### config.mk
export PLATFORM = sky130hd
export DESIGN_NAME = sxs_exec
export DESIGN_NICKNAME = d
export VERILOG_FILES = /design/src/hw/sxs_exec.v /design/src/hw/sxs_rst_sync.v /design/src/hw/sxs_alu.v
export VERILOG_INCLUDE_DIRS = /design/src /design/src/inc
export SDC_FILE = /design/constraint.sdc
export NUM_CORES = 1
export LEC_CHECK = 0
export ABC_AREA = 0
export ABC_CLOCK_PERIOD_IN_PS = 5000
export BUFFER_PORTS_ARGS = -buffer_cell sky130_fd_sc_hd__clkbuf_2
export CAP_MARGIN = 20
export CORE_MARGIN = 2
export CORE_UTILIZATION = 50
export CTS_BUF_LIST = sky130_fd_sc_hd__clkbuf_8 sky130_fd_sc_hd__clkbuf_16
export CTS_CLUSTER_DIAMETER = 50
export DETAILED_ROUTE_END_ITERATION = 8
export PLACE_DENSITY = 0.77
export SYNTH_ARGS = -nofsm -noshare
export SYNTH_HDL_FRONTEND = slang
export SYNTH_SLANG_ARGS = --single-unit
### constraint.sdc
create_clock -name core_clk -period 5 [get_ports core_clk]
set_input_delay 1 -clock core_clk [delete_from_list [all_inputs] [get_ports core_clk]]
set_output_delay 1 -clock core_clk [all_outputs]
set_load 0.05 [all_outputs]
### src/inc/sxs_consts.vh
// constants for the subtract/xor/swap/sleep execution slice
// assumes a 32-bit apb register window and a 4-bit decoded opcode from the core decoder
`ifndef SXS_CONSTS_VH
`define SXS_CONSTS_VH

// ***************************************************
// decoded operation codes
// ***************************************************
`define SXS_OP_NONE        4'h0
`define SXS_OP_LIT_SUB     4'h1
`define SXS_OP_FILE_SUB    4'h2
`define SXS_OP_FILE_SUBB   4'h3
`define SXS_OP_NIB_SWAP    4'h4
`define SXS_OP_XOR_LIT     4'h5
`define SXS_OP_XOR_FILE    4'h6
`define SXS_OP_DIR_LOAD    4'h7
`define SXS_OP_SLEEP       4'h8
`define SXS_OP_ROT_RIGHT   4'h9

// ***************************************************
// direction-load operand values
// ***************************************************
`define SXS_DIR_SEL_A      7'h05
`define SXS_DIR_SEL_B      7'h06
`define SXS_DIR_SEL_C      7'h07

// ***************************************************
// apb register byte offsets
// ***************************************************
`define SXS_REG_ACC        8'h00
`define SXS_REG_STATUS     8'h04
`define SXS_REG_DIR_A      8'h08
`define SXS_REG_DIR_B      8'h0C
`define SXS_REG_DIR_C      8'h10
`define SXS_REG_SLEEP      8'h14
`define SXS_REG_WATCH      8'h18

// ***************************************************
// status and sleep register fields
// ***************************************************
`define SXS_ST_CARRY       0
`define SXS_ST_DCARRY      1
`define SXS_ST_ZERO        2
`define SXS_ST_SLEEP_N     3
`define SXS_ST_EXPIRY_N    4
`define SXS_SLP_ASLEEP     0

// ***************************************************
// reset values
// ***************************************************
`define SXS_RST_ACC        8'h00
`define SXS_RST_DIR        8'hFF
`define SXS_RST_WATCH      8'h00

`endif

### src/hw/sxs_exec.v
// execution slice: subtract, xor, nibble swap, rotate right, direction load and sleep entry
// assumes the core decoder presents one decoded instruction per execValid strobe with the
// addressed file value already read; software sees the state through an apb slave
`timescale 1ns/1ns
`include "sxs_consts.vh"
module sxs_exec #(
   parameter WATCH_PRE_W = 8,
   parameter WATCH_CNT_W = 8
) (
   // clock, reset, enable
   input  wire        core_clk,
   input  wire        arst_n,
   input  wire        clkEn,
   // decoded instruction
   input  wire        execValid,
   input  wire [3:0]  execOp,
   input  wire [7:0]  execLit,
   input  wire [6:0]  execFileAddr,
   input  wire        execDest,
   input  wire [7:0]  fileRdData,
   output wire        execReady,
   // file register write-back
   output reg         fileWrEn,
   output reg  [6:0]  fileWrAddr,
   output reg  [7:0]  fileWrData,
   // core state
   output reg  [7:0]  accOut,
   output reg         carryFlag,
   output reg         digitCarryFlag,
   output reg         zeroFlag,
   output reg         sleepEnteredNFlag,
   output reg         watchdogExpiryNFlag,
   output reg  [7:0]  portADirection,
   output reg  [7:0]  portBDirection,
   output reg  [7:0]  portCDirection,
   output reg         haltExec,
   output reg         oscRun,
   // sleep exit request
   input  wire        wakeReq,
   // apb slave
   input  wire        psel,
   input  wire        penable,
   input  wire        pwrite,
   input  wire [7:0]  paddr,
   input  wire [31:0] pwdata,
   output wire        pready,
   output reg  [31:0] prdata,
   output reg         pslverr
);
   // ***************************************************
   // reset and operand path
   // ***************************************************
   wire                   rst_n;
   wire [7:0]             aluResult;
   wire                   aluCarry;
   wire                   aluDigitCarry;
   wire                   aluZero;
   wire                   updCarry;
   wire                   updDigitCarry;
   wire                   updZero;
   wire                   take;
   wire                   destIsFile;
   wire                   writesAcc;
   reg  [WATCH_PRE_W-1:0] watchPre_r;
   reg  [WATCH_CNT_W-1:0] watchdogCounter;

   sxs_rst_sync u_rst (
      .core_clk  (core_clk),
      .arst_n    (arst_n),
      .rstSync_n (rst_n)
   );

   sxs_alu u_alu (
      .op            (execOp),
      .acc           (accOut),
      .fileVal       (fileRdData),
      .lit           (execLit),
      .carryIn       (carryFlag),
      .result        (aluResult),
      .carryOut      (aluCarry),
      .digitCarryOut (aluDigitCarry),
      .zeroOut       (aluZero),
      .updCarry      (updCarry),
      .updDigitCarry (updDigitCarry),
      .updZero       (updZero)
   );

   // instructions are refused while asleep; the core must hold them off
   assign execReady  = ~haltExec;
   assign take       = clkEn & execValid & execReady;
   assign destIsFile = execDest & (execOp == `SXS_OP_FILE_SUB  || execOp == `SXS_OP_FILE_SUBB ||
                                   execOp == `SXS_OP_NIB_SWAP  || execOp == `SXS_OP_XOR_FILE  ||
                                   execOp == `SXS_OP_ROT_RIGHT);
   assign writesAcc  = (execOp == `SXS_OP_LIT_SUB) | (execOp == `SXS_OP_XOR_LIT) |
                       (~execDest & (execOp == `SXS_OP_FILE_SUB  || execOp == `SXS_OP_FILE_SUBB ||
                                     execOp == `SXS_OP_NIB_SWAP  || execOp == `SXS_OP_XOR_FILE  ||
                                     execOp == `SXS_OP_ROT_RIGHT));

   // ***************************************************
   // apb decode
   // ***************************************************
   wire        apbSetup;
   wire        apbWr;
   wire        mapped;
   wire        sleepOp;
   wire        wakeUp;
   wire        apbWake;
   reg  [31:0] readMux;

   // zero wait states; a low enable stalls the access
   assign pready   = clkEn;
   assign apbSetup = clkEn & psel & ~penable;
   assign apbWr    = clkEn & psel & penable & pwrite & mapped;
   assign mapped   = (paddr == `SXS_REG_ACC)    |
                     (paddr == `SXS_REG_STATUS) |
                     (paddr == `SXS_REG_DIR_A)  |
                     (paddr == `SXS_REG_DIR_B)  |
                     (paddr == `SXS_REG_DIR_C)  |
                     (paddr == `SXS_REG_SLEEP)  |
                     (paddr == `SXS_REG_WATCH);
   assign sleepOp  = take & (execOp == `SXS_OP_SLEEP);
   // software can end sleep too
   assign apbWake  = apbWr & (paddr == `SXS_REG_SLEEP) & pwdata[`SXS_SLP_ASLEEP];
   assign wakeUp   = clkEn & haltExec & (wakeReq | apbWake);

   always @* begin
      readMux = 32'h0000_0000;
      case (paddr)
         `SXS_REG_ACC:    readMux[7:0] = accOut;
         `SXS_REG_STATUS: readMux[4:0] = {watchdogExpiryNFlag,
                                          sleepEnteredNFlag,
                                          zeroFlag,
                                          digitCarryFlag,
                                          carryFlag};
         `SXS_REG_DIR_A:  readMux[7:0] = portADirection;
         `SXS_REG_DIR_B:  readMux[7:0] = portBDirection;
         `SXS_REG_DIR_C:  readMux[7:0] = portCDirection;
         `SXS_REG_SLEEP:  readMux[0]   = haltExec;
         `SXS_REG_WATCH:  readMux[WATCH_CNT_W-1:0] = watchdogCounter;
         default:         readMux = 32'h0000_0000;
      endcase
   end

   // read data is captured in setup so the zero-wait access phase presents it from a flop
   always @(posedge core_clk or negedge rst_n) begin
      if (!rst_n) begin
         prdata  <= 32'h0000_0000;
         pslverr <= 1'b0;
      end else if (clkEn) begin
         if (apbSetup) begin
            prdata  <= pwrite ? 32'h0000_0000 : readMux;
            pslverr <= ~mapped;
         end else if (!psel) begin
            pslverr <= 1'b0;
         end
      end
   end

   // ***************************************************
   // accumulator, flags and write-back
   // ***************************************************
   // an instruction taken in the same cycle as a bus write to the same state wins
   always @(posedge core_clk or negedge rst_n) begin
      if (!rst_n) begin
         accOut         <= `SXS_RST_ACC;
         carryFlag      <= 1'b0;
         digitCarryFlag <= 1'b0;
         zeroFlag       <= 1'b0;
         fileWrEn       <= 1'b0;
         fileWrAddr     <= 7'h00;
         fileWrData     <= 8'h00;
      end else if (clkEn) begin
         // address and data hold; only the enable pulses
         fileWrEn <= take & destIsFile;
         if (take & destIsFile) begin
            fileWrAddr <= execFileAddr;
            fileWrData <= aluResult;
         end
         if (take & writesAcc) begin
            accOut <= aluResult;
         end else if (apbWr & (paddr == `SXS_REG_ACC)) begin
            accOut <= pwdata[7:0];
         end
         if (take & updCarry) begin
            carryFlag <= aluCarry;
         end else if (apbWr & (paddr == `SXS_REG_STATUS)) begin
            carryFlag <= pwdata[`SXS_ST_CARRY];
         end
         if (take & updDigitCarry) begin
            digitCarryFlag <= aluDigitCarry;
         end else if (apbWr & (paddr == `SXS_REG_STATUS)) begin
            digitCarryFlag <= pwdata[`SXS_ST_DCARRY];
         end
         if (take & updZero) begin
            zeroFlag <= aluZero;
         end else if (apbWr & (paddr == `SXS_REG_STATUS)) begin
            zeroFlag <= pwdata[`SXS_ST_ZERO];
         end
      end
   end

   // ***************************************************
   // direction load decode
   // ***************************************************
   // port a in the lowest slice; other operands load nothing
   localparam [20:0] DIR_SELS = {`SXS_DIR_SEL_C, `SXS_DIR_SEL_B, `SXS_DIR_SEL_A};
   wire [2:0]        dirHit;
   genvar            gi;

   generate
      for (gi = 0; gi < 3; gi = gi + 1) begin : g_dir_hit
         assign dirHit[gi] = take & (execOp == `SXS_OP_DIR_LOAD) & (execFileAddr == DIR_SELS[gi*7 +: 7]);
      end
   endgenerate

   // ***************************************************
   // port direction registers
   // ***************************************************
   // an instruction load beats a bus write
   always @(posedge core_clk or negedge rst_n) begin
      if (!rst_n) begin
         portADirection <= `SXS_RST_DIR;
         portBDirection <= `SXS_RST_DIR;
         portCDirection <= `SXS_RST_DIR;
      end else if (clkEn) begin
         if (dirHit[0]) begin
            portADirection <= accOut;
         end else if (apbWr & (paddr == `SXS_REG_DIR_A)) begin
            portADirection <= pwdata[7:0];
         end
         if (dirHit[1]) begin
            portBDirection <= accOut;
         end else if (apbWr & (paddr == `SXS_REG_DIR_B)) begin
            portBDirection <= pwdata[7:0];
         end
         if (dirHit[2]) begin
            portCDirection <= accOut;
         end else if (apbWr & (paddr == `SXS_REG_DIR_C)) begin
            portCDirection <= pwdata[7:0];
         end
      end
   end

   // ***************************************************
   // sleep entry and watchdog
   // ***************************************************
   // the status flags update on the same edge that halts and that drops the
   // oscillator request; sleepEnteredNFlag is only ever restored by reset
   always @(posedge core_clk or negedge rst_n) begin
      if (!rst_n) begin
         sleepEnteredNFlag   <= 1'b1;
         watchdogExpiryNFlag <= 1'b1;
         haltExec            <= 1'b0;
         oscRun              <= 1'b1;
      end else if (clkEn) begin
         if (sleepOp) begin
            sleepEnteredNFlag   <= 1'b0;
            watchdogExpiryNFlag <= 1'b1;
            haltExec            <= 1'b1;
            oscRun              <= 1'b0;
         // sleep is taken only while awake, so never with a wake
         end else if (wakeUp) begin
            haltExec <= 1'b0;
            oscRun   <= 1'b1;
         end
      end
   end

   // prescaled counter, cleared on sleep entry; it keeps running in sleep and is only read over apb, never used to wake
   always @(posedge core_clk or negedge rst_n) begin
      if (!rst_n) begin
         watchPre_r      <= {WATCH_PRE_W{1'b0}};
         watchdogCounter <= {WATCH_CNT_W{1'b0}};
      end else if (clkEn) begin
         if (sleepOp) begin
            watchPre_r      <= {WATCH_PRE_W{1'b0}};
            watchdogCounter <= {WATCH_CNT_W{1'b0}};
         end else begin
            watchPre_r <= watchPre_r + {{(WATCH_PRE_W-1){1'b0}}, 1'b1};
            if (&watchPre_r) begin
               watchdogCounter <= watchdogCounter + {{(WATCH_CNT_W-1){1'b0}}, 1'b1};
            end
         end
      end
   end
endmodule // sxs_exec

### src/hw/sxs_rst_sync.v
// two-stage release synchroniser for the active-low asynchronous reset
// assumes arst_n may drop at any time; release is aligned to core_clk
`timescale 1ns/1ns
module sxs_rst_sync (
   // clock and raw reset
   input  wire core_clk,
   input  wire arst_n,
   // synchronised reset
   output wire rstSync_n
);
   reg stage1_r;
   reg stage2_r;

   always @(posedge core_clk or negedge arst_n) begin
      if (!arst_n) begin
         stage1_r <= 1'b0;
         stage2_r <= 1'b0;
      end else begin
         stage1_r <= 1'b1;
         stage2_r <= stage1_r;
      end
   end

   assign rstSync_n = stage2_r;
endmodule // sxs_rst_sync

### src/hw/sxs_alu.v
// combinational result and flag logic for one executed instruction
// assumes operands are stable for the cycle in which the instruction is taken
`timescale 1ns/1ns
`include "sxs_consts.vh"
module sxs_alu (
   // operands
   input  wire [3:0] op,
   input  wire [7:0] acc,
   input  wire [7:0] fileVal,
   input  wire [7:0] lit,
   input  wire       carryIn,
   // results
   output reg  [7:0] result,
   output reg        carryOut,
   output reg        digitCarryOut,
   output wire       zeroOut,
   output reg        updCarry,
   output reg        updDigitCarry,
   output reg        updZero
);
   wire [7:0] minuend;
   wire       borrowIn;
   wire [8:0] diffFull;
   wire [4:0] diffLow;

   // the literal form takes the literal as minuend, the file forms the file value
   assign minuend  = (op == `SXS_OP_LIT_SUB) ? lit : fileVal;
   assign borrowIn = (op == `SXS_OP_FILE_SUBB) ? ~carryIn : 1'b0;
   assign diffFull = {1'b0, minuend} - {1'b0, acc} - {8'h00, borrowIn};
   assign diffLow  = {1'b0, minuend[3:0]} - {1'b0, acc[3:0]} - {4'h0, borrowIn};
   assign zeroOut  = (result == 8'h00);

   always @* begin
      result        = acc;
      carryOut      = carryIn;
      digitCarryOut = 1'b0;
      updCarry      = 1'b0;
      updDigitCarry = 1'b0;
      updZero       = 1'b0;
      case (op)
         `SXS_OP_LIT_SUB, `SXS_OP_FILE_SUB, `SXS_OP_FILE_SUBB: begin
            result        = diffFull[7:0];
            carryOut      = ~diffFull[8];
            digitCarryOut = ~diffLow[4];
            updCarry      = 1'b1;
            updDigitCarry = 1'b1;
            updZero       = 1'b1;
         end
         `SXS_OP_NIB_SWAP: begin
            result = {fileVal[3:0], fileVal[7:4]};
         end
         `SXS_OP_XOR_LIT: begin
            result  = acc ^ lit;
            updZero = 1'b1;
         end
         `SXS_OP_XOR_FILE: begin
            result  = acc ^ fileVal;
            updZero = 1'b1;
         end
         `SXS_OP_ROT_RIGHT: begin
            result   = {carryIn, fileVal[7:1]};
            carryOut = fileVal[0];
            updCarry = 1'b1;
         end
         default: begin
            result = acc;
         end
      endcase
   end
endmodule // sxs_alu

Yosys cells after proc, flatten, opt, wreduce, memory -nomap -nowiden
Index checks and enable logic that the tools add are counted.
Word-level totals
  register bits after elaboration: 105
  bits of input ports: 76
  output and inout port bits: 90
  logic and storage cells: 158
Cells by class
  add/subtract/negate cells: 6
  equal/unequal tests: 20
  multiplexer cells: 35
  bitwise gates (word level): 46
  reductions and logical operators: 32
Operator list (number)
  $mux W8: 13
  $pmux W8 S5: 1
  $and A1 B1 Y1: 28
  $eq A8 B5 Y1 const B: 3
  $pmux W4 S6: 1
  $reduce_and A2 Y1: 12
  $eq A7 B3 Y1 const B: 3
  $reduce_bool A2 Y1: 9
  $mux W1: 17
  $add A8 B1 Y8 const B: 2
  $eq A4 B3 Y1 const B: 4
  $eq A8 B4 Y1 const B: 2
  $logic_not A8 Y1: 2
  $xor A8 B8 Y8: 2
  $pmux W3 S5: 1
  $or A1 B1 Y1: 9
  $sub A8 B8 Y9: 1
  $sub A9 B1 Y9: 1
  $eq A4 B2 Y1 const B: 2
  $eq A4 B4 Y1 const B: 2
  $eq A8 B3 Y1 const B: 1
  $reduce_and A8 Y1: 1
  $not A1 Y1: 7
  $pmux W1 S7: 1
  11 further kinds: 14

Longest topological paths before layout
  depth after elaboration: 14
  mapped depth: 13
  gate-level depth less buffers: 12

Hierarchy
A second synthesis with hierarchy kept.
Second synthesis, totals
  cell total of the unflattened synthesis: 621
  area, all modules: 5709.2 um^2
Modules (own cells, without submodules)
  sxs_exec: times used 1, cells each 435, area an instance 4394.2 um^2, sequential area each 2009.4 um^2
  sxs_alu: times used 1, cells each 183, area an instance 1261.2 um^2, sequential area each 0.0 um^2
  sxs_rst_sync: times used 1, cells each 3, area an instance 53.8 um^2, sequential area each 50.0 um^2

Least setup slack after synthesis
No wires, ideal clock.
  path type: input port to flip-flop
  start point: in execOp[1]
  end point: reg zeroFlag
  library setup time: 0.120 ns
  data arrival time: 3.805 ns
  data required time: 4.880 ns
  setup slack: 1.074 ns
  cell stages on the path: 12
  buffers on the path: 1
  cell sequence: nor4b_2 buf_6 mux2_2 fa_1 fa_1 nand2b_1 a21oi_1 mux2i_1 a31oi_2 nor2b_1 and4_1 a41o_1
Between the ends
  longest elaborated chain between the ends: 7
  elaborated cells between the ends (all ways): 20
  classes of those cells: add/sub (2); eq/ne (7); mux (5); bitwise (1); reduce/logical (5)
Ends and longest elaborated chain
  start, declared: line sxs_exec.v:16  | input wire [3:0] execOp,
  $eq A4 B1 Y1: line sxs_alu.v:40  | case (op)
  $mux W8: line sxs_alu.v:27  | assign minuend = (op == `SXS_OP_LIT_SUB) ? lit : fileVal;
  $sub A8 B8 Y9: line sxs_alu.v:29  | assign diffFull = {1'b0, minuend} - {1'b0, acc} - {8'h00, borrowIn};
  $sub A9 B1 Y9: line sxs_alu.v:29
  $pmux W8 S5: line sxs_alu.v:40
  $logic_not A8 Y1: line sxs_alu.v:31  | assign zeroOut = (result == 8'h00);
  $mux W1: line sxs_exec.v:194  | if (take & updZero) begin
  end signal, assigned: line sxs_exec.v:195  | zeroFlag <= aluZero;
  end signal, assigned: line sxs_exec.v:197  | zeroFlag <= pwdata[`SXS_ST_ZERO];
  end, declared: line sxs_exec.v:30  | output reg zeroFlag,
Parallel ways exist; a longest one is shown, timed or not.
A chain may end at the register's enable or synchronous reset.

Worst setup path after layout
Ends and elaborated chain as after synthesis.

==> flow_metrics.py <==
metrics = {
    "synth": {
        "synth_top_area_share_pct": 23.9,
        "netlist_instances": 642,
        "synthDistinctLibCells": 77,
        "synthAdderAreaFrac_pct": 3.74,
        "muxShareOfSynthArea_pct": 11.4,
        "ys_seq_area_share_pct": 35.8,
        "yosys_warnings": 0,
        "synth_edf_count": 0,
        "async_flop_share_pct": 100,
        "syn_avg_cell_area_um2": 8.96,
        "synthSimpleGateAreaFrac_pct": 19.9,
        "synth_compound_area_share_pct": 16.4,
        "synth_area_um2": 5750,
        "synth_top_area_cell": "dfrtp_1",
        "synth-xor-area-share_pct": 3.96,
        "synth_ff_type": "dfrtp_1",
        "synth.area.top_cells": "dfrtp_1, dfstp_2, mux2i_1",
        "ys_ff_latch": 81,
        "synth_top_family_by_area": "simple AND/OR/NAND/NOR gates",
    },
    "timing": {
        "setup_ws_ns": 0.991,
        "rsz0062_at_grt": "no",
        "hold_violations": 0,
        "setup_viol": 0,
        "worst_slew_pin_slew_ns": 0.948,
        "slew_headroom_pct": 36.6,
        "fin_tns_setup_ns": 0,
        "period_share_pct": 80.2,
        "skew_ns": 0.0107,
        "slew_viol_final": 0,
        "period_minus_slack_ns": 4.01,
        "fmax_mhz": 249,
    },
    "final_layout": {
        "drive_above_1_share_pct": 28.3,
        "fin_nets": 830,
        "fin_util_pct": 58.2,
        "area_growth_pct": 14.6,
        "diodes": 0,
        "finalNonFillerCells": 886,
    },
    "route": {
        "drc": 0,
        "wl_per_cell_um": 18.1,
        "first_iter_violations": 351,
        "drt_first_pass_iters": 5,
        "num_vias": 5047,
        "drtAntennaViolNets": 0,
        "drt_wl_total_mm": 16.1,
        "viasPerCell": 5.70,
    },
    "floorplan": {
        "die_x_um": 111,
        "die-height_um": 111,
        "coreArea_um2": 11300,
        "dieArea_um2": 12400,
        "ioPinCount": 166,
        "rows": 39,
        "initial_core_util_pct": 50.8,
    },
    "clock_network": {
        "clk_pin_slew_ns": 0.07,
        "numCtsBuffers": 9,
        "cts_buffer_depth": 2,
        "cts_sinks": 81,
        "clk_latency_ns": 0.34,
        "cts_hold_buf": 0,
        "clock-root-buffer": "clkbuf_16",
        "post-cts-setup-buffer-count": 0,
        "cts_max_level": 3,
        "cts-resized-gates": 0,
        "cts_tree": "done",
    },
    "pwr": {
        "irDropWorstVdd_uv": 273,
        "leakagePower_nw": 3.04,
        "powerDensity_nw_per_um2": 408,
    },
    "global_routing": {
        "grt_pass1_vias": 4711,
        "grt_pass1_wl_mm": 25.4,
        "antenna_found_initial": 0,
        "grt_max_degree": 80,
        "overflow": 0,
        "grt_use_total_pct": 25.7,
    },
    "setup_path": {
        "crit_slowest_cell": "fa_1",
        "crit_path_end_kind": "register",
        "crit_chain": "clkbuf_2 -> buf_4 -> nand2_1 -> or3_1 -> fa_1 -> fa_1 -> nand2b_1 -> a21oi_1 -> mux2i_1 -> a31oi_2 -> nor2b_1 -> and4_1 -> a41o_1",
        "arrival_ns": 4.25,
        "crit_top_cell": "fa_1",
        "required_ns": 5.24,
        "worst_path_dominant_cell_family": "simple AND/OR/NAND/NOR gates",
        "crit_type": "in2reg",
        "cp_num_buf_inv": 2,
        "startpoint_type": "primary input",
        "max_stage_delay_ns": 0.47,
        "path_max_fanout": 29,
    },
    "flow_run": {
        "drv_cap": 0,
    },
    "placed_design": {
        "gp_congestion": 0.930,
        "dp.cells": 868,
        "dp_hpwl_mm": 12.2,
        "io_buffers": 116,
        "place_ws_ns": 0.674,
    },
    "hold_path": {
        "hold_path_class": "reg2async",
    },
    "status": {
        "outcome": "finished, final reports clean",
    },
}
worst paths after layout:
kind / startpoint / endpoint / slack [ns] / cells after the start
worst max-delay path: execOp[1] / zeroFlag / 0.99 / 13
worst min-delay path: u_rst.rstSync_n / prdata[3] / 0.20 / 0
max in group asynchronous: u_rst.rstSync_n / portADirection[6] / 4.16 / 1
min in group core_clk: u_rst.stage1_r / u_rst.rstSync_n / 0.35 / 0
worst max register to register: carryFlag / zeroFlag / 1.60 / 10
worst min register to register: u_rst.rstSync_n / prdata[3] / 0.20 / 0
kinds of logic after synthesis:
kind of cell	after synthesis
AOI/OAI and AO/OA	149
adders and majority gates	16
DFF	81
muxes	63
buffers and inverters	87
and+or+nand+nor	218
other	2
xor gates and xnor gates	26
Yosys cell counts (6+ instances only):
cell type,number
mux2i_1,45
clkbuf_1,13
xnor2_1,13
o22ai_1,6
xor2_1,13
dfrtp_1,55
mux2_2,18
nor2b_1,11
a21oi_1,54
dfstp_2,26
a211oi_1,6
ha_1,14
nor2_1,78
nor3_1,7
and3_1,8
a221oi_1,6
nand2b_1,7
nor3b_1,6
buf_4,31
inv_1,23
buf_6,6
o21ai_0,38
buf_2,11
nand2_1,50
nand3_1,13
final cells by class:
cell class | count | area [um^2]
Inverter | 24 | 90.1
Fill cell | 1030 | 4730
Clock inverter | 7 | 86.3
Tap cell | 143 | 179
Sequential cell | 81 | 2060
Multi-Input combinational cell | 498 | 3290
Clock buffer | 9 | 225
Timing Repair Buffer | 124 | 661
through the flow:
step / hold WS (ns) / instance area (um^2) / total power (W)
after floorplan: 0.331 / 5840 / 0.00173
after global placement: 0.339 / 6240 / 0.00197
after detailed placement: 0.338 / 6240 / 0.00199
after CTS: 0.352 / 6560 / 0.00268
after global routing: 0.228 / 6590 / 0.00283
final: 0.203 / 6590 / 0.00269
layer usage:
metal / vias up / track usage, % / wire length [um]
li1: 2417 / - / -
met2: 223 / 42.0 / 7810
met5: - / 0 / 0
met4: 0 / 8.56 / 365
met3: 28 / 3.50 / 1190
met1: 2379 / 35.4 / 6700
flip-flops by register name, indices dropped and copies added (netlist names), 7 cells and up:
| signal | flops |
|---|---|
| accOut | 8 |
| fileWrData | 8 |
| portADirection | 8 |
| portBDirection | 8 |
| portCDirection | 8 |
| prdata | 8 |
| watchPre_r | 8 |
| watchdogCounter | 8 |
| fileWrAddr | 7 |
worst reg2reg max path, stage by stage, from the launching register on:
cell and delay (ns):
dfrtp_1 0.50, or3_1 0.44, fa_1 0.45, fa_1 0.47, nand2b_1 0.18, a21oi_1 0.26
mux2i_1 0.14, a31oi_2 0.33, nor2b_1 0.08, and4_1 0.21, a41o_1 0.23
placed cells by master (no fill, tap or decap), drive strengths merged, types with 6 or more instances in the layout:
master / count
mux2i: 45
a211oi: 6
and3: 8
ha: 14
nand2b: 8
nor3b: 6
nand3: 14
a21oi: 54
buf: 8
a221oi: 6
xnor2: 13
dfstp: 26
xor2: 13
dfrtp: 55
conb: 26
nor2b: 11
mux2: 18
nor2: 81
o21ai: 40
nor3: 10
clkbuf: 125
o22ai: 6
nand2: 51
inv: 28
power by group:
group | internal (W) | leakage [nW] | switching (W) | total [W]
clock network | 0.000398 | 0.150 | 0.000294 | 0.000692
registers | 0.000763 | 0.981 | 0.000164 | 0.000927
logic | 0.000348 | 1.91 | 0.000723 | 0.00107
total | 0.00151 | 3.04 | 0.00118 | 0.00269
(Power assumes the default switching activity.)
